===== src/inc/flex_pack_consts.vh =====
// Constants for the pack-topology decode block
`ifndef FLEX_PACK_CONSTS_VH
`define FLEX_PACK_CONSTS_VH

// Register byte offsets on the bus
`define FP_OFS_CFG 8'h00
`define FP_OFS_STAT 8'h04
`define FP_OFS_IRQ_STAT 8'h08
`define FP_OFS_IRQ_MASK 8'h0c

// Configuration register fields
`define FP_BIT_FLEX_B 15
`define FP_BIT_FLEX_A 14
`define FP_BIT_SCAN_OPT 13
`define FP_BLK_HI 11
`define FP_BLK_LO 8
`define FP_CELL_B_HI 7
`define FP_CELL_B_LO 4
`define FP_CELL_A_HI 3
`define FP_CELL_A_LO 0

// Reset value and writable bits (bit 12 reserved)
`define FP_CFG_RESET 16'hefff
`define FP_CFG_WMASK 16'hefff

// Code values
`define FP_CODE_OFF 4'hf
`define FP_CODE_MIN 4'h8
`define FP_CODE_MAX 4'he

// Status register fields
`define FP_ST_TAP_HI 6
`define FP_ST_COMMON 7
`define FP_ST_BLK_HI 11
`define FP_ST_BLK_LO 8
`define FP_ST_FLEX 12
`define FP_ST_CELL_OK 13
`define FP_ST_FLEX_OK 14
`define FP_ST_BUSY 15
`define FP_ST_MASK_LO 16
`define FP_ST_MASK_HI 29

// Interrupt bits
`define FP_IRQ_CELL_MM 0
`define FP_IRQ_FLEX_MM 1
`define FP_IRQ_DELAY 2
`define FP_IRQ_W 3

// Scan settling delay
`define FP_CLK_PERIOD_NS 5
`define FP_SCAN_DELAY_NS 30000
`define FP_SCAN_DELAY_CYC ((`FP_SCAN_DELAY_NS + `FP_CLK_PERIOD_NS - 1) / `FP_CLK_PERIOD_NS)

`endif


===== src/verilog/flex_pack_topology_decode.v =====
// Pack-topology configuration register and its decode
//
// Operation
// - Unsupported top cell: common switch only
// - Codes 0x8..0xE route supply to taps
// - Cell copies disagree: no masking, supply off
// - Top cell 0xF: no masking, supply off
// - Top block selects divider tap; 0xF sense
// - Top block 0x0..0x7 maps to 0xF
// - Unsupported top block: positive sense port
// - Flex disabled ignores top block
// - Option set: 30us wait before top sample
// - Delay needs flex, valid cell, alternate mux
// - Fields at bits 15, 14, 13, 11:8, 7:4, 3:0
// - Flex bits disagree: enabled, supply off
//
// The register offsets and the Wishbone slave port were chosen for this implementation.
`timescale 1ns/1ps
`include "flex_pack_consts.vh"

module flex_pack_topology_decode #(
  parameter SCAN_DELAY_CYCLES = `FP_SCAN_DELAY_CYC
) (
  input wire clk, // 200 MHz system clock
  input wire arst_n, // Async reset, active low
  input wire wb_cyc_i, // Bus cycle
  input wire wb_stb_i, // Bus strobe
  input wire wb_we_i, // Write enable
  input wire [7:0] wb_adr_i, // Byte address
  input wire [3:0] wb_sel_i, // Byte selects
  input wire [31:0] wb_dat_i, // Write data
  output reg [31:0] wb_dat_o, // Read data
  output reg wb_ack_o, // Acknowledge
  output reg irq, // Level interrupt
  input wire alternate_mux_select, // Effective alternate mux select
  input wire scan_topcell_req, // Pulse: about to sample top cell
  output wire scan_sample_go, // Pulse: sample top cell now
  output wire scan_delay_busy, // Settling delay running
  output reg [6:0] supply_tap_en, // Taps 8..14 to supply pin
  output reg supply_common_en, // Common supply switch
  output reg [3:0] block_tap_sel, // Divider tap code
  output reg block_sense_pos_sel, // Divider on positive sense port
  output reg [13:0] balance_alert_mask // Masked balance alerts
);

  // Configuration register
  reg [15:0] pack_topology_config;

  // Interrupt state
  reg [`FP_IRQ_W-1:0] irq_status;
  reg [`FP_IRQ_W-1:0] irq_mask;

  // Registered decode results
  reg flex_eff;
  reg flex_ok;
  reg cell_ok;
  reg delay_en;

  // Previous agreement, for mismatch events
  reg cell_ok_prev;
  reg flex_ok_prev;

  // Bus request decode
  wire req;
  wire wr;
  wire hit_cfg;
  wire hit_stat;
  wire hit_ista;
  wire hit_imsk;

  // Field views
  wire flex_en_a;
  wire flex_en_b;
  wire flex_scan_delay_opt;
  wire [3:0] top_block_sel;
  wire [3:0] top_cell_sel_a;
  wire [3:0] top_cell_sel_b;

  // Resolved redundant fields
  wire flex_agree;
  wire [0:0] flex_val;
  wire cell_agree;
  wire [3:0] cell_val;

  // Timer results
  wire delay_done;
  wire timer_go;
  wire timer_busy;

  // Next values
  reg [15:0] next_cfg;
  reg [`FP_IRQ_W-1:0] next_irq_status;
  reg [`FP_IRQ_W-1:0] events;
  reg [6:0] next_taps;
  reg next_common;
  reg [3:0] next_block;
  reg next_block_pos;
  reg [13:0] next_mask;
  reg next_delay_en;
  reg next_cell_ok;
  reg tap_on;
  reg blk_ok;
  reg [31:0] rd_mux;
  integer i;

  // Field positions
  assign flex_en_b = pack_topology_config[`FP_BIT_FLEX_B];
  assign flex_en_a = pack_topology_config[`FP_BIT_FLEX_A];
  assign flex_scan_delay_opt = pack_topology_config[`FP_BIT_SCAN_OPT];
  assign top_block_sel = pack_topology_config[`FP_BLK_HI:`FP_BLK_LO];
  assign top_cell_sel_b = pack_topology_config[`FP_CELL_B_HI:`FP_CELL_B_LO];
  assign top_cell_sel_a = pack_topology_config[`FP_CELL_A_HI:`FP_CELL_A_LO];

  // Flex enable copies; a split vote falls back to enabled
  redundant_pair #(
    .WIDTH(1),
    .FALLBACK(1'b1)
  ) u_flex_pair (
    .copy_a(flex_en_a),
    .copy_b(flex_en_b),
    .agree(flex_agree),
    .value(flex_val)
  );

  // Top cell copies; a split vote falls back to 0xF
  redundant_pair #(
    .WIDTH(4),
    .FALLBACK(`FP_CODE_OFF)
  ) u_cell_pair (
    .copy_a(top_cell_sel_a),
    .copy_b(top_cell_sel_b),
    .agree(cell_agree),
    .value(cell_val)
  );

  // Bus decode: single-cycle answer, one request per ack
  assign req = wb_cyc_i & wb_stb_i & ~wb_ack_o;
  // Writes land at the edge that sees ack high, the same edge the master completes on
  assign wr = wb_cyc_i & wb_stb_i & wb_we_i & wb_ack_o;
  assign hit_cfg = (wb_adr_i == `FP_OFS_CFG);
  assign hit_stat = (wb_adr_i == `FP_OFS_STAT);
  assign hit_ista = (wb_adr_i == `FP_OFS_IRQ_STAT);
  assign hit_imsk = (wb_adr_i == `FP_OFS_IRQ_MASK);

  // Configuration write with byte lanes; reserved bit stays zero
  always @* begin
    next_cfg = pack_topology_config;
    if (wr && hit_cfg) begin
      if (wb_sel_i[0]) begin
        next_cfg[7:0] = wb_dat_i[7:0];
      end
      if (wb_sel_i[1]) begin
        next_cfg[15:8] = wb_dat_i[15:8];
      end
      next_cfg = next_cfg & `FP_CFG_WMASK;
    end
  end

  // Decode of the stored fields; recomputed every cycle
  always @* begin
    next_cell_ok = cell_agree && (cell_val >= `FP_CODE_MIN) && (cell_val <= `FP_CODE_MAX);
    // Supply taps only in flex mode with both enable copies agreeing
    tap_on = flex_val[0] && flex_agree && next_cell_ok;
    next_taps = 7'h00;
    if (tap_on) begin
      next_taps = 7'h01 << cell_val[2:0];
    end
    // Off position: individual switches open, common closed
    next_common = ~tap_on;
    // Divider tap only for supported codes while flex is on
    blk_ok = flex_val[0] && (top_block_sel >= `FP_CODE_MIN) && (top_block_sel <= `FP_CODE_MAX);
    next_block = blk_ok ? top_block_sel : `FP_CODE_OFF;
    next_block_pos = ~blk_ok;
    // Mask balance alerts of the agreed top cell and the cells above it
    next_mask = 14'h0000;
    for (i = 0; i < 14; i = i + 1) begin
      if (cell_agree && (cell_val != `FP_CODE_OFF) && (cell_val <= i[3:0])) begin
        next_mask[i] = 1'b1;
      end
    end
    // Settling delay wanted when the option and conditions hold
    next_delay_en = flex_scan_delay_opt && flex_val[0] && next_cell_ok;
  end

  // Registered decode outputs, updated after every write
  always @(posedge clk or negedge arst_n) begin
    if (!arst_n) begin
      supply_tap_en <= 7'h00;
      supply_common_en <= 1'b1;
      block_tap_sel <= `FP_CODE_OFF;
      block_sense_pos_sel <= 1'b1;
      balance_alert_mask <= 14'h0000;
      flex_eff <= 1'b1;
      flex_ok <= 1'b1;
      cell_ok <= 1'b0;
      delay_en <= 1'b0;
    end else begin
      supply_tap_en <= next_taps;
      supply_common_en <= next_common;
      block_tap_sel <= next_block;
      block_sense_pos_sel <= next_block_pos;
      balance_alert_mask <= next_mask;
      flex_eff <= flex_val[0];
      flex_ok <= flex_agree;
      cell_ok <= next_cell_ok;
      delay_en <= next_delay_en;
    end
  end

  // Settling delay; alternate mux select is sampled at the request
  scan_delay_timer #(
    .CYCLES(SCAN_DELAY_CYCLES)
  ) u_timer (
    .clk(clk),
    .arst_n(arst_n),
    .start(scan_topcell_req),
    .insert(delay_en & alternate_mux_select),
    .go(timer_go),
    .done(delay_done),
    .busy(timer_busy)
  );

  assign scan_sample_go = timer_go;
  assign scan_delay_busy = timer_busy;

  // Interrupt events: a copy pair falling out of agreement, delay end
  always @* begin
    events = {`FP_IRQ_W{1'b0}};
    events[`FP_IRQ_CELL_MM] = cell_ok_prev & ~cell_agree;
    events[`FP_IRQ_FLEX_MM] = flex_ok_prev & ~flex_agree;
    events[`FP_IRQ_DELAY] = delay_done;
    next_irq_status = irq_status;
    if (wr && hit_ista && wb_sel_i[0]) begin
      next_irq_status = irq_status & ~wb_dat_i[`FP_IRQ_W-1:0];
    end
    // Set wins over a same-cycle clear so no event is lost
    next_irq_status = next_irq_status | events;
  end

  // Sticky status, mask and interrupt line
  always @(posedge clk or negedge arst_n) begin
    if (!arst_n) begin
      irq_status <= {`FP_IRQ_W{1'b0}};
      irq_mask <= {`FP_IRQ_W{1'b0}};
      cell_ok_prev <= 1'b1;
      flex_ok_prev <= 1'b1;
      irq <= 1'b0;
    end else begin
      irq_status <= next_irq_status;
      if (wr && hit_imsk && wb_sel_i[0]) begin
        irq_mask <= wb_dat_i[`FP_IRQ_W-1:0];
      end
      cell_ok_prev <= cell_agree;
      flex_ok_prev <= flex_agree;
      irq <= |(next_irq_status & irq_mask);
    end
  end

  // Read mux; unmapped addresses read zero
  always @* begin
    rd_mux = 32'h00000000;
    if (hit_cfg) begin
      rd_mux[15:0] = pack_topology_config;
    end else if (hit_stat) begin
      rd_mux[`FP_ST_TAP_HI:0] = supply_tap_en;
      rd_mux[`FP_ST_COMMON] = supply_common_en;
      rd_mux[`FP_ST_BLK_HI:`FP_ST_BLK_LO] = block_tap_sel;
      rd_mux[`FP_ST_FLEX] = flex_eff;
      rd_mux[`FP_ST_CELL_OK] = cell_ok;
      rd_mux[`FP_ST_FLEX_OK] = flex_ok;
      rd_mux[`FP_ST_BUSY] = timer_busy;
      rd_mux[`FP_ST_MASK_HI:`FP_ST_MASK_LO] = balance_alert_mask;
    end else if (hit_ista) begin
      rd_mux[`FP_IRQ_W-1:0] = irq_status;
    end else if (hit_imsk) begin
      rd_mux[`FP_IRQ_W-1:0] = irq_mask;
    end
  end

  // Bus slave: ack one cycle after the request, dropped the next
  always @(posedge clk or negedge arst_n) begin
    if (!arst_n) begin
      pack_topology_config <= `FP_CFG_RESET;
      wb_ack_o <= 1'b0;
      wb_dat_o <= 32'h00000000;
    end else begin
      pack_topology_config <= next_cfg;
      wb_ack_o <= req;
      if (req && !wb_we_i) begin
        wb_dat_o <= rd_mux;
      end
    end
  end

endmodule // flex_pack_topology_decode


===== src/verilog/redundant_pair.v =====
// Redundant field pair check with fallback value
`timescale 1ns/1ps
module redundant_pair #(
  parameter WIDTH = 4,
  parameter [WIDTH-1:0] FALLBACK = {WIDTH{1'b1}}
) (
  input wire [WIDTH-1:0] copy_a, // First copy
  input wire [WIDTH-1:0] copy_b, // Second copy
  output wire agree, // Copies match
  output wire [WIDTH-1:0] value // Agreed value or fallback
);

  // A disagreement must never leave one copy in charge
  assign agree = (copy_a == copy_b);
  assign value = agree ? copy_a : FALLBACK;

endmodule // redundant_pair


===== src/verilog/scan_delay_timer.v =====
// Settling delay before the top-cell sample of a scan
`timescale 1ns/1ps
module scan_delay_timer #(
  parameter CYCLES = 6000
) (
  input wire clk, // System clock
  input wire arst_n, // Async reset, active low
  input wire start, // Sequencer wants to sample top cell
  input wire insert, // Delay applies to this scan
  output reg go, // Pulse: sample now
  output reg done, // Pulse: a delay completed
  output reg busy // Delay running
);

  // Counter holds up to 8191 cycles; the count is cut to that width on purpose
  localparam [31:0] LOAD_FULL = CYCLES - 1;
  localparam [12:0] LOAD = LOAD_FULL[12:0];

  reg [12:0] count;

  // Starts during a running delay are ignored
  always @(posedge clk or negedge arst_n) begin
    if (!arst_n) begin
      count <= 13'h0000;
      go <= 1'b0;
      done <= 1'b0;
      busy <= 1'b0;
    end else begin
      go <= 1'b0;
      done <= 1'b0;
      if (busy) begin
        if (count == 13'h0000) begin
          busy <= 1'b0;
          go <= 1'b1;
          done <= 1'b1;
        end else begin
          count <= count - 13'h0001;
        end
      end else if (start) begin
        if (insert) begin
          busy <= 1'b1;
          count <= LOAD;
        end else begin
          go <= 1'b1;
        end
      end
    end
  end

endmodule // scan_delay_timer


===== config.mk =====
export PLATFORM = sky130hd
export DESIGN_NAME = flex_pack_topology_decode
export DESIGN_NICKNAME = d
export VERILOG_FILES = /design/src/verilog/flex_pack_topology_decode.v /design/src/verilog/redundant_pair.v /design/src/verilog/scan_delay_timer.v
export VERILOG_INCLUDE_DIRS = /design/src /design/src/inc
export SDC_FILE = /design/constraint.sdc
export NUM_CORES = 1
export LEC_CHECK = 0
export BUFFER_PORTS_ARGS = -buffer_cell sky130_fd_sc_hd__buf_2
export CELL_PAD_IN_SITES_DETAIL_PLACEMENT = 1
export CELL_PAD_IN_SITES_GLOBAL_PLACEMENT = 1
export CORE_MARGIN = 10
export CORE_UTILIZATION = 41
export CTS_CLUSTER_DIAMETER = 100
export DETAILED_ROUTE_END_ITERATION = 10
export HOLD_SLACK_MARGIN = 0.15
export PLACE_DENSITY = 0.8
export SYNTH_ARGS = -nofsm -noshare
export SYNTH_HDL_FRONTEND = slang
export SYNTH_SLANG_ARGS = --single-unit

===== constraint.sdc =====
create_clock -name clk -period 2.28 [get_ports clk]
set_input_delay 0.456 -clock clk [delete_from_list [all_inputs] [get_ports clk]]
set_output_delay 0.456 -clock clk [all_outputs]
set_load 0.02 [all_outputs]

Word-level counts from Yosys, hierarchy flattened
Cells that the tools add are included.
Cells by class
  reductions and logical operators: 38
  shift-type cells: 1
  equal/unequal tests: 7
  $add $sub $neg: 1
  bitwise gates (word level): 16
  $lt $le $gt $ge: 18
  multiplexer cells: 38
Operator list (number)
  2-to-1 mux 13 bit: 4
  less-or-equal comparator 4 bit, second input constant: 8
  logical AND 1 bit: 29
  2-to-1 mux 27 bit: 1
  2-to-1 mux 1 bit: 24
  equality test 8 x 4 -> 1 bit, second input constant: 2
  less-or-equal comparator 4 x 3 -> 1 bit, second input constant: 4
  2-to-1 mux 16 bit: 1
  2-to-1 mux 14 bit: 1
  logical NOT 13 bit: 1
  subtractor 13 x 1 -> 13 bit, second input constant: 1
  2-to-1 mux 3 bit: 4
  equality test 8 x 3 -> 1 bit, second input constant: 1
  >= comparator 4 bit, second input constant: 2
  less-or-equal comparator 4 x 1 -> 1 bit, second input constant: 2
  less-or-equal comparator 4 x 2 -> 1 bit, second input constant: 2
  logical NOT 8 bit: 1
  2-to-1 mux 4 bit: 2
  bitwise AND 1 bit: 7
  2-to-1 mux 7 bit: 1
  << shifter 1 x 3 -> 7 bit, first input constant: 1
  bitwise AND 3 bit: 2
  inverter 1 bit: 5
  equality test 4 bit: 1
  10 further kinds: 12
Word-level totals
  register bits: 101

Longest topological paths before layout
Gate-level depths: netlist of the first run.
  depth after elaboration: 9
  depth in mapped cells: 8
  depth with buffers taken out: 7

Modules after synthesis
From an unflattened synthesis of the first run, not the netlist that was laid out.
Second synthesis, totals
  cell total of the unflattened synthesis: 352
  area total of the unflattened synthesis: 4314.1 um2
By module, submodules not included
  flex_pack_topology_decode: area each 3316.9 um2, times used 1, seq. area each 2157.1 um2, cells each 245
  scan_delay_timer: area each 885.8 um2, times used 1, seq. area each 400.4 um2, cells each 89
  redundant_pair (u_cell_pair): area each 83.8 um2, times used 1, seq. area each 0.0 um2, cells each 13
  redundant_pair (u_flex_pair): area each 27.5 um2, times used 1, seq. area each 0.0 um2, cells each 5

Worst setup path before layout of the first run
Ideal clock, no wire load.
  path kind: input-to-reg
  start point: in wb_adr_i[7]
  end point: reg irq
  data required time: 2.156 ns
  stages on the path: 5
  data arrival time: 1.864 ns
  path slack: 0.292 ns
  cells stage by stage: or4_1 -> buf_2 -> nor4_2 -> a31oi_1 -> a211o_1
Between the ends
  word-level cells in the longest chain between the ends: 7
RTL lines
  start: declaration: RTL line flex_pack_topology_decode.v:29  | input wire [7:0] wb_adr_i,
  equality test 8 x 4 -> 1 bit (no line)
  logical AND 1 bit (2 in series): RTL line flex_pack_topology_decode.v:233  | if (wr && hit_ista && wb_sel_i[0]) begin
  2-to-1 mux 3 bit: RTL line flex_pack_topology_decode.v:233
  OR 3 bit: RTL line flex_pack_topology_decode.v:237  | next_irq_status = next_irq_status | events;
  bitwise AND 3 bit: RTL line flex_pack_topology_decode.v:255  | irq <= |(next_irq_status & irq_mask);
  OR reduction 3 bit: RTL line flex_pack_topology_decode.v:255
  end signal: assignment: RTL line flex_pack_topology_decode.v:255
  end: declaration: RTL line flex_pack_topology_decode.v:34  | output reg irq,
No other way between the ends.
A chain may end at the register's enable or synchronous reset.

Final worst setup path of the first run
  start point: reg u_timer.count[0]
  end point: reg u_timer.count[10]
Between the ends
  word-level cells in the longest chain between the ends: 3
RTL lines
  start: declaration: RTL line scan_delay_timer.v:19  | reg [12:0] count;
  start signal: assignment: RTL line scan_delay_timer.v:37  | count <= count - 13'h0001;
  subtractor 13 x 1 -> 13 bit / logical NOT 13 bit (equally long branches): RTL line scan_delay_timer.v:37, scan_delay_timer.v:32
  2-to-1 mux 13 bit / != test 2 bit (equally long branches)
  2-to-1 mux 13 bit / AND reduction 3 bit (equally long branches)
Parallel ways exist; a longest one is shown, timed or not. The select of a mux whose other input is x is not followed.

==> run_summary.xml, run 1 <==
<?xml version="1.0" encoding="UTF-8"?>
<metrics>
  <group name="clocking">
    <metric name="worst_setup_hold_path_clk_slew" unit="ps">100</metric>
    <metric name="clock_latency" unit="ps">380</metric>
    <metric name="clock_tree_from_tritoncts" unit="">done</metric>
    <metric name="cts.path.max_buffers" unit="">2</metric>
    <metric name="cts_hold_buf" unit="">1</metric>
    <metric name="clock_tree.root_cell" unit="">clkbuf_8</metric>
    <metric name="htree_num_levels" unit="">3</metric>
    <metric name="clock-sinks" unit="">101</metric>
    <metric name="cts_post_setup_buffers_inserted" unit="">0</metric>
    <metric name="cts_inserted_buffers" unit="">9</metric>
    <metric name="postCtsResizedCells" unit="">0</metric>
  </group>
  <group name="worst_hold_path">
    <metric name="source_of_the_worst_hold_timing_path" unit="">wb_dat_i[10]</metric>
    <metric name="min-delay-path-class" unit="">in2reg</metric>
    <metric name="hold_end" unit="">pack_topology_config[10]</metric>
    <metric name="hold-path-cell-count" unit="">2</metric>
  </group>
  <group name="logic_synthesis">
    <metric name="yosys_warnings" unit="">0</metric>
    <metric name="portion_of_synthesized_cell_area_occupied_by_the_leading_cell_type" unit="">0.447</metric>
    <metric name="post-synth-top-count-cell" unit="">dfrtp_1</metric>
    <metric name="yosys.cell_types.count" unit="">61</metric>
    <metric name="synth-edff-count" unit="">0</metric>
    <metric name="syn_inst" unit="">359</metric>
    <metric name="ys_seq_elements" unit="">101</metric>
    <metric name="synthDominantAreaCellType" unit="">dfrtp_1</metric>
    <metric name="complex_gate_fraction_of_the_synthesized_area" unit="">0.112</metric>
    <metric name="post_synth_main_area_contributors" unit="">dfrtp_1 (45%), dfstp_2 (15%), mux2_2 (5.0%)</metric>
    <metric name="synth_simple_gate_area_frac" unit="">0.166</metric>
    <metric name="synth_top_family_by_area" unit="">simple AND/OR/NAND/NOR gates</metric>
    <metric name="synth_fa_ha_area_frac" unit="">0.0116</metric>
    <metric name="synth_async_sr_flop_share" unit="">1.00</metric>
    <metric name="ys_top_cells_by_count" unit="">dfrtp_1 (77), nand2_1 (39), dfstp_2 (24), mux2_2 (19), nor2_1 (17)</metric>
    <metric name="synth-main-ff-cell" unit="">dfrtp_1</metric>
    <metric name="syn-cell-area" unit="um2">4310</metric>
    <metric name="post_synth_xor_area_fraction" unit="">0.00813</metric>
    <metric name="post_synth.cell_area_avg" unit="um2">12.0</metric>
    <metric name="synth.yosys.seq_area_share" unit="">0.594</metric>
    <metric name="post_synth_mux_area_share" unit="">0.0700</metric>
  </group>
  <group name="placement">
    <metric name="postPlaceCellArea" unit="um2">5000</metric>
    <metric name="place.detailed.hpwl" unit="mm">8.85</metric>
    <metric name="gpl.final_weighted_congestion" unit="">0.809</metric>
    <metric name="pre_cts_ws" unit="ps">38.5</metric>
    <metric name="place.port_buffers" unit="">92</metric>
  </group>
  <group name="critical_path">
    <metric name="worstReg2RegEnd" unit="">u_timer.count[10]</metric>
    <metric name="reg_to_reg_slack_setup" unit="ps">220</metric>
    <metric name="critical_path.top_delay_family" unit="">compound AO/OA/AOI/OAI gates</metric>
    <metric name="startpoint_type" unit="">register</metric>
    <metric name="cp.required" unit="ps">2540</metric>
    <metric name="crit_fanout" unit="">7</metric>
    <metric name="worst-path-buf-inv" unit="">2</metric>
    <metric name="worstPathArrival" unit="ps">2320</metric>
    <metric name="worst_path_largest_cell_delay" unit="ps">440</metric>
    <metric name="endpoint_kind" unit="">register</metric>
    <metric name="critPathSlowestCell" unit="">a311o_2</metric>
    <metric name="setup.worst_path.class" unit="">reg2reg</metric>
    <metric name="reg2regPathDepth" unit="">7</metric>
    <metric name="worstPathCellList" unit="">inv_1, ha_1, nor4b_1, buf_4, a311o_2, o31ai_1, or3b_1</metric>
    <metric name="crit-reg2reg-launch" unit="">u_timer.count[0]</metric>
  </group>
  <group name="sta">
    <metric name="finalCritPeriodShare" unit="">0.904</metric>
    <metric name="post-route-worst-setup-slack" unit="ps">219</metric>
    <metric name="max_freq" unit="MHz">485</metric>
    <metric name="final.setup_skew" unit="ps">13.0</metric>
    <metric name="grt_setup_unrepaired" unit="">false</metric>
    <metric name="setup_viol" unit="">0</metric>
    <metric name="worst_slew_pin_slew" unit="ps">629</metric>
    <metric name="finalCriticalPeriod" unit="ps">2060</metric>
    <metric name="slew_headroom" unit="">0.581</metric>
    <metric name="final_max_slew_violation_count" unit="">0</metric>
    <metric name="hold_violations" unit="">0</metric>
    <metric name="setup_total_negative_slack" unit="ps">0</metric>
  </group>
  <group name="global_route">
    <metric name="grt_pass1_wl" unit="mm">18.5</metric>
    <metric name="grt-ovfl-total" unit="">0</metric>
    <metric name="grt_max_degree" unit="">48</metric>
    <metric name="grt_pass1_vias" unit="">3522</metric>
    <metric name="initial_antenna_violation_count" unit="">1</metric>
    <metric name="grtUsageTotal" unit="">0.156</metric>
  </group>
  <group name="floorplanning">
    <metric name="start_util" unit="">0.419</metric>
    <metric name="die-width" unit="um">123</metric>
    <metric name="floorplan.rows" unit="">37</metric>
    <metric name="core-area" unit="um2">10300</metric>
    <metric name="design.die.area" unit="um2">15000</metric>
    <metric name="num_io_pins" unit="">114</metric>
    <metric name="die_h" unit="um">123</metric>
  </group>
  <group name="routing">
    <metric name="drt_first_iter_violations" unit="">117</metric>
    <metric name="via_count" unit="">3190</metric>
    <metric name="route.antenna.remaining_nets" unit="">0</metric>
    <metric name="routed_wl" unit="mm">11.6</metric>
    <metric name="drt_pass1_iterations" unit="">4</metric>
    <metric name="detail_route.drc_violations" unit="">0</metric>
    <metric name="detail_route.wl_per_cell" unit="um">19.2</metric>
    <metric name="drt-vias-per-instance" unit="">5.28</metric>
  </group>
  <group name="cells_and_area">
    <metric name="finalNetCount" unit="">518</metric>
    <metric name="num_antenna_cells" unit="">0</metric>
    <metric name="regArea" unit="um2">2560</metric>
    <metric name="syn2layout_area_growth" unit="%">21.0</metric>
    <metric name="multi_input_area" unit="um2">1600</metric>
    <metric name="layout.filler_cells" unit="">1142</metric>
    <metric name="final_layout_size_suffix_gt1_frac" unit="">0.412</metric>
    <metric name="final_area" unit="um2">5210</metric>
  </group>
  <group name="pwr">
    <metric name="peakVddDrop" unit="uV">311</metric>
    <metric name="total_power" unit="mW">3.11</metric>
    <metric name="power.static_leakage" unit="nW">2.56</metric>
    <metric name="power_per_cell_area" unit="nW/um2">596</metric>
  </group>
  <group name="flow_run">
    <metric name="cap_viol_max_count" unit="">0</metric>
  </group>
  <group name="outcome">
    <metric name="status" unit="">complete, no violations</metric>
  </group>
</metrics>
## worst max path at each step
stage | end | depth (start not counted) | start
after floorplan | irq | 5 | wb_adr_i[7]
after global placement | irq | 6 | wb_adr_i[7]
after detailed placement | irq | 6 | wb_adr_i[7]
after CTS | u_timer.count[10] | 7 | u_timer.count[0]
after global routing | u_timer.count[5] | 7 | u_timer.count[0]
final | u_timer.count[10] | 7 | u_timer.count[0]
## stage by stage
step | utilization | hold slack, ps | std cells
floorplan | - | 160 | 360
global placement | 0.487 | 449 | 587
detailed placement | 0.487 | 453 | 587
CTS | 0.507 | 296 | 604
global route | 0.507 | 295 | 604
finish | 0.507 | 310 | 604
## kinds of logic (layout without fill, tap and decap cells)
family / after synthesis / count (layout)
buffers and inverters: 33 / 141
adder cells (fa/ha/maj): 4 / 4
multiplexers: 24 / 24
flip-flops: 101 / 101
XOR/XNOR: 4 / 4
AO/OA/AOI/OAI: 68 / 68
other: 2 / 3
AND/OR/NAND/NOR: 123 / 123
## layer usage
layer | wire (um) | vias up | global-route usage
li1 | - | 1490 | -
met1 | 4640 | 1610 | 0.177
met2 | 5950 | 72 | 0.274
met3 | 786 | 16 | 0.0491
met4 | 195 | 2 | 0.0523
met5 | 12 | - | 0
## state kept, by name, indices dropped and copies added (netlist names), 3 cells and up
name and count:
wb_dat_o 30, pack_topology_config 15, balance_alert_mask 14, u_timer.count 13
supply_tap_en 7, block_tap_sel 4, irq_mask 3, irq_status 3
## power breakdown
group / switching, mW / total, mW / internal, mW
Combinational: 0.0971 / 0.149 / 0.0515
Sequential: 0.00743 / 1.81 / 1.81
Clock: 0.643 / 1.14 / 0.502
Total: 0.748 / 3.11 / 2.36
## area by class of cell
cell class | count | area share
clock buffers | 11 | 0.0312
repair buffers | 112 | 0.123
flip-flops and latches | 101 | 0.491
well taps | 136 | 0.0326
inverters | 13 | 0.00936
multi-input cells | 226 | 0.306
clock inverters | 5 | 0.00744
## placed cells by master, fill, tap and decap left out, types with 6 or more instances in the layout
cell type,count
clkbuf_8,10
nand3_1,6
nand2_1,39
nand2b_1,9
buf_4,18
nor2_1,17
a31oi_1,7
o21ai_0,9
buf_2,91
nor4_1,6
inv_1,12
dfrtp_1,77
a22o_1,16
dfstp_2,24
a21oi_1,10
mux2_2,19
a22oi_1,13
No activity file was read; power rests on OpenSTA's default activity.
==> inputs of run 2 (changes only) <==
Settings changed: CORE_UTILIZATION 41 to 40, PLACE_DENSITY 0.8 to 0.78, SYNTH_HIERARCHICAL set to 1.
==> run_summary.xml, run 2 <==
<?xml version="1.0" encoding="UTF-8"?>
<metrics>
  <group name="cells_and_area">
    <metric name="largest_register_ffs" unit="">30</metric>
    <metric name="layout.cells.most_common_list" unit="">buf_2 (91), dfrtp_1 (77), dfstp_2 (24)</metric>
    <metric name="num_antenna_cells" unit="">0</metric>
    <metric name="max_flop_register" unit="">wb_dat_o</metric>
    <metric name="final_area" unit="um2">5210</metric>
    <metric name="layout.cells.most_common" unit="">buf_2</metric>
    <metric name="top_registers" unit="">wb_dat_o (30), pack_topology_config (15), balance_alert_mask (14)</metric>
    <metric name="final_layout_size_suffix_gt1_frac" unit="">0.410</metric>
    <metric name="finalNetCount" unit="">510</metric>
    <metric name="syn2layout_area_growth" unit="%">20.8</metric>
  </group>
  <group name="critical_path">
    <metric name="crit_fanout" unit="">4</metric>
    <metric name="setup.worst_path.class" unit="">reg2reg</metric>
    <metric name="crit-reg2reg-launch" unit="">u_timer/count[0]</metric>
    <metric name="crit_start" unit="">u_timer/count[0]</metric>
    <metric name="cp.required" unit="ps">2530</metric>
    <metric name="worstPathArrival" unit="ps">2450</metric>
    <metric name="startpoint_type" unit="">register</metric>
    <metric name="endpoint_kind" unit="">register</metric>
  </group>
  <group name="sta">
    <metric name="final.setup_skew" unit="ps">16.1</metric>
    <metric name="setup_viol" unit="">0</metric>
    <metric name="holdWs" unit="ps">320</metric>
    <metric name="hold_violations" unit="">0</metric>
    <metric name="finalCriticalPeriod" unit="ps">2200</metric>
    <metric name="max_freq" unit="MHz">455</metric>
    <metric name="finalCritPeriodShare" unit="">0.964</metric>
    <metric name="final_max_slew_violation_count" unit="">0</metric>
    <metric name="grt_setup_unrepaired" unit="">false</metric>
  </group>
  <group name="logic_synthesis">
    <metric name="synth-main-ff-cell" unit="">dfrtp_1</metric>
    <metric name="yosys.cell_types.count" unit="">59</metric>
    <metric name="ys_top_cells_by_count" unit="">dfrtp_1 (77), dfstp_2 (24), nor2_1 (20), nand2_1 (19), mux2_2 (18)</metric>
    <metric name="syn_inst" unit="">352</metric>
    <metric name="ys_seq_elements" unit="">101</metric>
    <metric name="synth.yosys.seq_area_share" unit="">0.593</metric>
    <metric name="synth_async_sr_flop_share" unit="">1.00</metric>
    <metric name="post_synth_xor_area_fraction" unit="">0.00812</metric>
    <metric name="post-synth-top-count-cell" unit="">dfrtp_1</metric>
    <metric name="complex_gate_fraction_of_the_synthesized_area" unit="">0.127</metric>
    <metric name="synth_fa_ha_area_frac" unit="">0.00870</metric>
    <metric name="syn-cell-area" unit="um2">4310</metric>
    <metric name="synth_simple_gate_area_frac" unit="">0.159</metric>
    <metric name="post_synth_mux_area_share" unit="">0.0650</metric>
    <metric name="post_synth.cell_area_avg" unit="um2">12.3</metric>
    <metric name="synth-edff-count" unit="">0</metric>
    <metric name="portion_of_synthesized_cell_area_occupied_by_the_leading_cell_type" unit="">0.447</metric>
    <metric name="synthDominantAreaCellType" unit="">dfrtp_1</metric>
    <metric name="post_synth_main_area_contributors" unit="">dfrtp_1 (45%), dfstp_2 (15%), mux2_2 (4.7%)</metric>
    <metric name="synth_top_family_by_area" unit="">simple AND/OR/NAND/NOR gates</metric>
    <metric name="yosys_warnings" unit="">6</metric>
  </group>
  <group name="pwr">
    <metric name="total_power" unit="mW">3.09</metric>
    <metric name="peakVddDrop" unit="uV">304</metric>
    <metric name="power_per_cell_area" unit="nW/um2">592</metric>
    <metric name="power.static_leakage" unit="nW">2.49</metric>
  </group>
  <group name="floorplanning">
    <metric name="num_io_pins" unit="">114</metric>
    <metric name="die_h" unit="um">124</metric>
    <metric name="core-area" unit="um2">10400</metric>
    <metric name="design.die.area" unit="um2">15300</metric>
    <metric name="start_util" unit="">0.414</metric>
    <metric name="die-width" unit="um">124</metric>
    <metric name="floorplan.rows" unit="">37</metric>
  </group>
  <group name="clocking">
    <metric name="cts.path.max_buffers" unit="">2</metric>
    <metric name="cts_post_setup_buffers_inserted" unit="">0</metric>
    <metric name="cts_inserted_buffers" unit="">9</metric>
    <metric name="clock_tree_from_tritoncts" unit="">done</metric>
    <metric name="clock_tree.root_cell" unit="">clkbuf_8</metric>
    <metric name="clock_latency" unit="ps">370</metric>
    <metric name="htree_num_levels" unit="">3</metric>
    <metric name="clock-sinks" unit="">101</metric>
    <metric name="worst_setup_hold_path_clk_slew" unit="ps">100</metric>
  </group>
  <group name="global_route">
    <metric name="grt-ovfl-total" unit="">0</metric>
    <metric name="initial_antenna_violation_count" unit="">0</metric>
    <metric name="grt_pass1_wl" unit="mm">18.6</metric>
    <metric name="grtUsageTotal" unit="">0.153</metric>
    <metric name="grt_max_degree" unit="">56</metric>
    <metric name="grt_pass1_vias" unit="">3562</metric>
  </group>
  <group name="routing">
    <metric name="via_count" unit="">3238</metric>
    <metric name="route.met3.wl" unit="um">746</metric>
    <metric name="highest-signal-layer" unit="">met4</metric>
    <metric name="drt-met1-wl" unit="mm">4.77</metric>
    <metric name="route.antenna.remaining_nets" unit="">0</metric>
    <metric name="drt_pass1_iterations" unit="">4</metric>
    <metric name="detail_route.drc_violations" unit="">0</metric>
    <metric name="route.met2.wl" unit="mm">6.07</metric>
    <metric name="routed_wl" unit="mm">11.7</metric>
    <metric name="drt_first_iter_violations" unit="">169</metric>
    <metric name="detail_route.wl_per_cell" unit="um">19.6</metric>
    <metric name="drt-vias-per-instance" unit="">5.42</metric>
  </group>
  <group name="placement">
    <metric name="place.port_buffers" unit="">92</metric>
    <metric name="postPlaceCellArea" unit="um2">5000</metric>
    <metric name="place.detailed.hpwl" unit="mm">8.96</metric>
    <metric name="gpl.final_weighted_congestion" unit="">0.846</metric>
  </group>
  <group name="worst_hold_path">
    <metric name="source_of_the_worst_hold_timing_path" unit="">wb_dat_i[5]</metric>
    <metric name="min-delay-path-class" unit="">in2reg</metric>
  </group>
  <group name="flow_run">
    <metric name="cap_viol_max_count" unit="">0</metric>
  </group>
  <group name="outcome">
    <metric name="status" unit="">complete, no violations</metric>
  </group>
</metrics>
## run 2: changes by cell type after synthesis, moves of 3 or more
| cell | delta |
|---|---|
| a221o_1 | +13 |
| a22oi_1 | -12 |
| and2_1 | +11 |
| nand2_1 | -20 |
| nand2b_1 | -6 |
| nand4_1 | +5 |
| nor2_1 | +3 |
| xnor2_1 | +4 |
| xor2_1 | -4 |
## run 2: worst paths after layout
| kind | slack [ps] | to | cells past startpoint |
|---|---|---|---|
| min | 320 | pack_topology_config[5] | 2 |
| max reg2reg | 80 | u_timer/count[10] | 6 |
| min in group asynchronous | 520 | wb_ack_o | 2 |
| max in group asynchronous | 1070 | pack_topology_config[1] | 3 |
| min reg2reg | 480 | wb_ack_o | 1 |
| max | 80 | u_timer/count[10] | 6 |
## run 2: cell type report
class,instances,area (um2)
Clock inverter,7,65.1
Fill cell,1164,5200
Multi-Input combinational cell,219,1610
Inverter,15,56.3
Sequential cell,101,2560
Tap cell,136,170
Timing Repair Buffer,110,626
Clock buffer,9,124
## run 2: cell families (layout without fill, tap and decap cells)
| group | after synthesis | after routing |
|---|---|---|
| muxes | 22 | 22 |
| DFF | 101 | 101 |
| buffers and inverters | 33 | 141 |
| AOI/OAI and AO/OA | 71 | 71 |
| other | 2 | 3 |
| adders and majority gates | 3 | 3 |
| and+or+nand+nor | 116 | 116 |
| xor gates and xnor gates | 4 | 4 |
## run 2: layer usage
layer  global-route usage  up-vias
li1                     -     1490
met1                0.178     1656
met5                    0        -
met2                0.270       81
met3               0.0412       11
met4               0.0459        0
## run 2: report_power, final
| group | leakage, nW | internal, mW | switching, mW | total [mW] |
|---|---|---|---|---|
| logic | 1.16 | 0.0567 | 0.107 | 0.164 |
| registers | 1.23 | 1.81 | 0.0116 | 1.82 |
| clock network | 0.0943 | 0.424 | 0.674 | 1.10 |
## run 2: timing repair
item | CTS | global route
hold buffers | 1 | 0
pin swaps | 0 | 0
resized for setup | 2 | 2
endpoints found under the hold margin | 14 | 0
setup endpoints to repair | 1 | 1
## run 2: stage by stage
step,TNS (ps),setup slack (ps),util,std cells
6_report,0,81.2,0.500,597
5_1_grt,0,8.06,0.500,597
4_1_cts,0,3.04,0.499,597
3_5_place_dp,-6.43,-6.43,0.480,580
3_3_place_gp,0,87.3,0.480,580
2_1_floorplan,0,65.3,-,353
## run 2: critical path, cell delays in order, from the launching register on
cell,delay (ps)
dfrtp_1,420
inv_2,110
ha_4,150
or3b_2,470
or3_1,350
o31ai_1,220
or3b_1,370
==> inputs of run 3 (changes only) <==
Settings changed: CAP_MARGIN set to 30, HOLD_SLACK_MARGIN 0.15 to unset, PLACE_DENSITY 0.78 to 0.79, SYNTH_HIERARCHICAL 1 to unset.
==> run_summary.xml, run 3 (same netlist as run 1, synthesis figures left out) <==
<?xml version="1.0" encoding="UTF-8"?>
<metrics>
  <group name="outcome">
    <metric name="status" unit="">complete, no violations</metric>
  </group>
  <group name="routing">
    <metric name="route.antenna.remaining_nets" unit="">0</metric>
    <metric name="drt_first_iter_violations" unit="">141</metric>
    <metric name="drt_pass1_iterations" unit="">4</metric>
    <metric name="drt-vias-per-instance" unit="">5.30</metric>
    <metric name="via_count" unit="">3205</metric>
    <metric name="detail_route.wl_per_cell" unit="um">19.6</metric>
    <metric name="detail_route.drc_violations" unit="">0</metric>
    <metric name="routed_wl" unit="mm">11.9</metric>
  </group>
  <group name="sta">
    <metric name="max_freq" unit="MHz">484</metric>
    <metric name="setup_viol" unit="">0</metric>
    <metric name="worst_slew_pin_slew" unit="ps">515</metric>
    <metric name="slew_headroom" unit="">0.654</metric>
    <metric name="setup_total_negative_slack" unit="ps">0</metric>
    <metric name="hold_violations" unit="">0</metric>
    <metric name="finalCriticalPeriod" unit="ps">2060</metric>
    <metric name="final_max_slew_violation_count" unit="">0</metric>
    <metric name="final.setup_skew" unit="ps">10.3</metric>
    <metric name="post-route-worst-setup-slack" unit="ps">215</metric>
    <metric name="grt_setup_unrepaired" unit="">false</metric>
    <metric name="finalCritPeriodShare" unit="">0.906</metric>
  </group>
  <group name="global_route">
    <metric name="grt-ovfl-total" unit="">0</metric>
    <metric name="initial_antenna_violation_count" unit="">1</metric>
    <metric name="grt_max_degree" unit="">33</metric>
    <metric name="grt_pass1_vias" unit="">3543</metric>
    <metric name="grt_pass1_wl" unit="mm">19.1</metric>
    <metric name="grtUsageTotal" unit="">0.159</metric>
  </group>
  <group name="pwr">
    <metric name="power_per_cell_area" unit="nW/um2">614</metric>
    <metric name="peakVddDrop" unit="uV">391</metric>
    <metric name="power.static_leakage" unit="nW">2.57</metric>
  </group>
  <group name="clocking">
    <metric name="clock-sinks" unit="">101</metric>
    <metric name="cts_hold_buf" unit="">0</metric>
    <metric name="cts.path.max_buffers" unit="">2</metric>
    <metric name="worst_setup_hold_path_clk_slew" unit="ps">100</metric>
    <metric name="postCtsResizedCells" unit="">0</metric>
    <metric name="clock_tree_from_tritoncts" unit="">done</metric>
    <metric name="cts_post_setup_buffers_inserted" unit="">0</metric>
    <metric name="cts_inserted_buffers" unit="">9</metric>
    <metric name="clock_tree.root_cell" unit="">clkbuf_8</metric>
    <metric name="htree_num_levels" unit="">3</metric>
    <metric name="clock_latency" unit="ps">370</metric>
  </group>
  <group name="placement">
    <metric name="pre_cts_ws" unit="ps">134</metric>
    <metric name="place.detailed.hpwl" unit="mm">9.07</metric>
    <metric name="postPlaceCellArea" unit="um2">5010</metric>
    <metric name="place.port_buffers" unit="">92</metric>
    <metric name="gpl.final_weighted_congestion" unit="">0.845</metric>
  </group>
  <group name="cells_and_area">
    <metric name="finalNetCount" unit="">518</metric>
    <metric name="largest_register_ffs" unit="">30</metric>
    <metric name="layout.filler_cells" unit="">1141</metric>
    <metric name="layout.cells.most_common" unit="">buf_2</metric>
    <metric name="final_area" unit="um2">5240</metric>
    <metric name="top_registers" unit="">wb_dat_o (30), pack_topology_config (15), balance_alert_mask (14)</metric>
    <metric name="layout.cells.most_common_list" unit="">buf_2 (91), dfrtp_1 (77), nand2_1 (39)</metric>
    <metric name="syn2layout_area_growth" unit="%">21.7</metric>
    <metric name="final_layout_size_suffix_gt1_frac" unit="">0.415</metric>
    <metric name="max_flop_register" unit="">wb_dat_o</metric>
  </group>
  <group name="critical_path">
    <metric name="reg2regPathDepth" unit="">7</metric>
    <metric name="cp.required" unit="ps">2530</metric>
    <metric name="crit_start" unit="">u_timer.count[0]</metric>
    <metric name="endpoint_kind" unit="">register</metric>
    <metric name="crit-reg2reg-launch" unit="">u_timer.count[0]</metric>
    <metric name="crit_path_end" unit="">u_timer.count[10]</metric>
    <metric name="reg_to_reg_slack_setup" unit="ps">220</metric>
    <metric name="crit_fanout" unit="">7</metric>
    <metric name="worstPathArrival" unit="ps">2310</metric>
    <metric name="setup.worst_path.class" unit="">reg2reg</metric>
    <metric name="startpoint_type" unit="">register</metric>
    <metric name="worstReg2RegEnd" unit="">u_timer.count[10]</metric>
  </group>
  <group name="worst_hold_path">
    <metric name="min-delay-path-class" unit="">in2async</metric>
  </group>
  <group name="floorplanning">
    <metric name="start_util" unit="">0.414</metric>
    <metric name="floorplan.rows" unit="">37</metric>
    <metric name="design.die.area" unit="um2">15300</metric>
    <metric name="die-width" unit="um">124</metric>
    <metric name="core-area" unit="um2">10400</metric>
    <metric name="die_h" unit="um">124</metric>
    <metric name="num_io_pins" unit="">114</metric>
  </group>
  <group name="flow_run">
    <metric name="cap_viol_max_count" unit="">0</metric>
  </group>
</metrics>
run 3: worst min-delay path by stage:
stage                     startpoint                    end  slack, ps  depth (start not counted)
after CTS                     arst_n       supply_tap_en[0]         20                          1
final                         arst_n       supply_tap_en[0]         10                          1
after global placement        arst_n            wb_dat_o[0]        420                          1
after floorplan               arst_n  balance_alert_mask[0]        160                          0
after global routing          arst_n       supply_tap_en[0]         30                          1
after detailed placement      arst_n            wb_dat_o[0]        430                          1
run 3: worst max-delay path: stages, from the launching register on:
cell and delay (ps):
dfrtp_1 390, inv_1 70, ha_1 180, nor4b_1 140, buf_4 150, a311o_2 450, o31ai_1 190, or3b_1 370
run 3: power breakdown:
group	internal [mW]	switching, mW
clock network	0.636	0.619
registers	1.81	0.00761
logic	0.0503	0.0969
run 3: cell type report:
type / instances / area (um2) / area share
clock buffer: 12 / 176 / 0.0337
timing repair buffer: 112 / 638 / 0.122
inverter: 13 / 48.8 / 0.00931
tap: 136 / 170 / 0.0325
sequential: 101 / 2560 / 0.488
multi-input combinational: 226 / 1600 / 0.304
clock inverter: 4 / 52.6 / 0.0100
antenna: 1 / 2.50 / 0.000477
run 3: per-layer routing:
metal  vias to the layer above  track usage  routed length, um
met5                         -            0                  0
met4                         0       0.0473                175
met3                        16       0.0511                939
met2                        81        0.277               6140
met1                      1613        0.181               4600
li1                       1495            -                  -
run 3: metrics by stage:
stage / util / instances / hold slack [ps] / power [mW]
6_report: 0.503 / 605 / 11.5 / 3.22
5_1_grt: 0.503 / 604 / 30.0 / 3.35
4_1_cts: 0.503 / 604 / 19.2 / 3.26
3_5_place_dp: 0.481 / 588 / 429 / 2.00
3_3_place_gp: 0.481 / 588 / 420 / 1.99
2_1_floorplan: - / 360 / 160 / 1.90
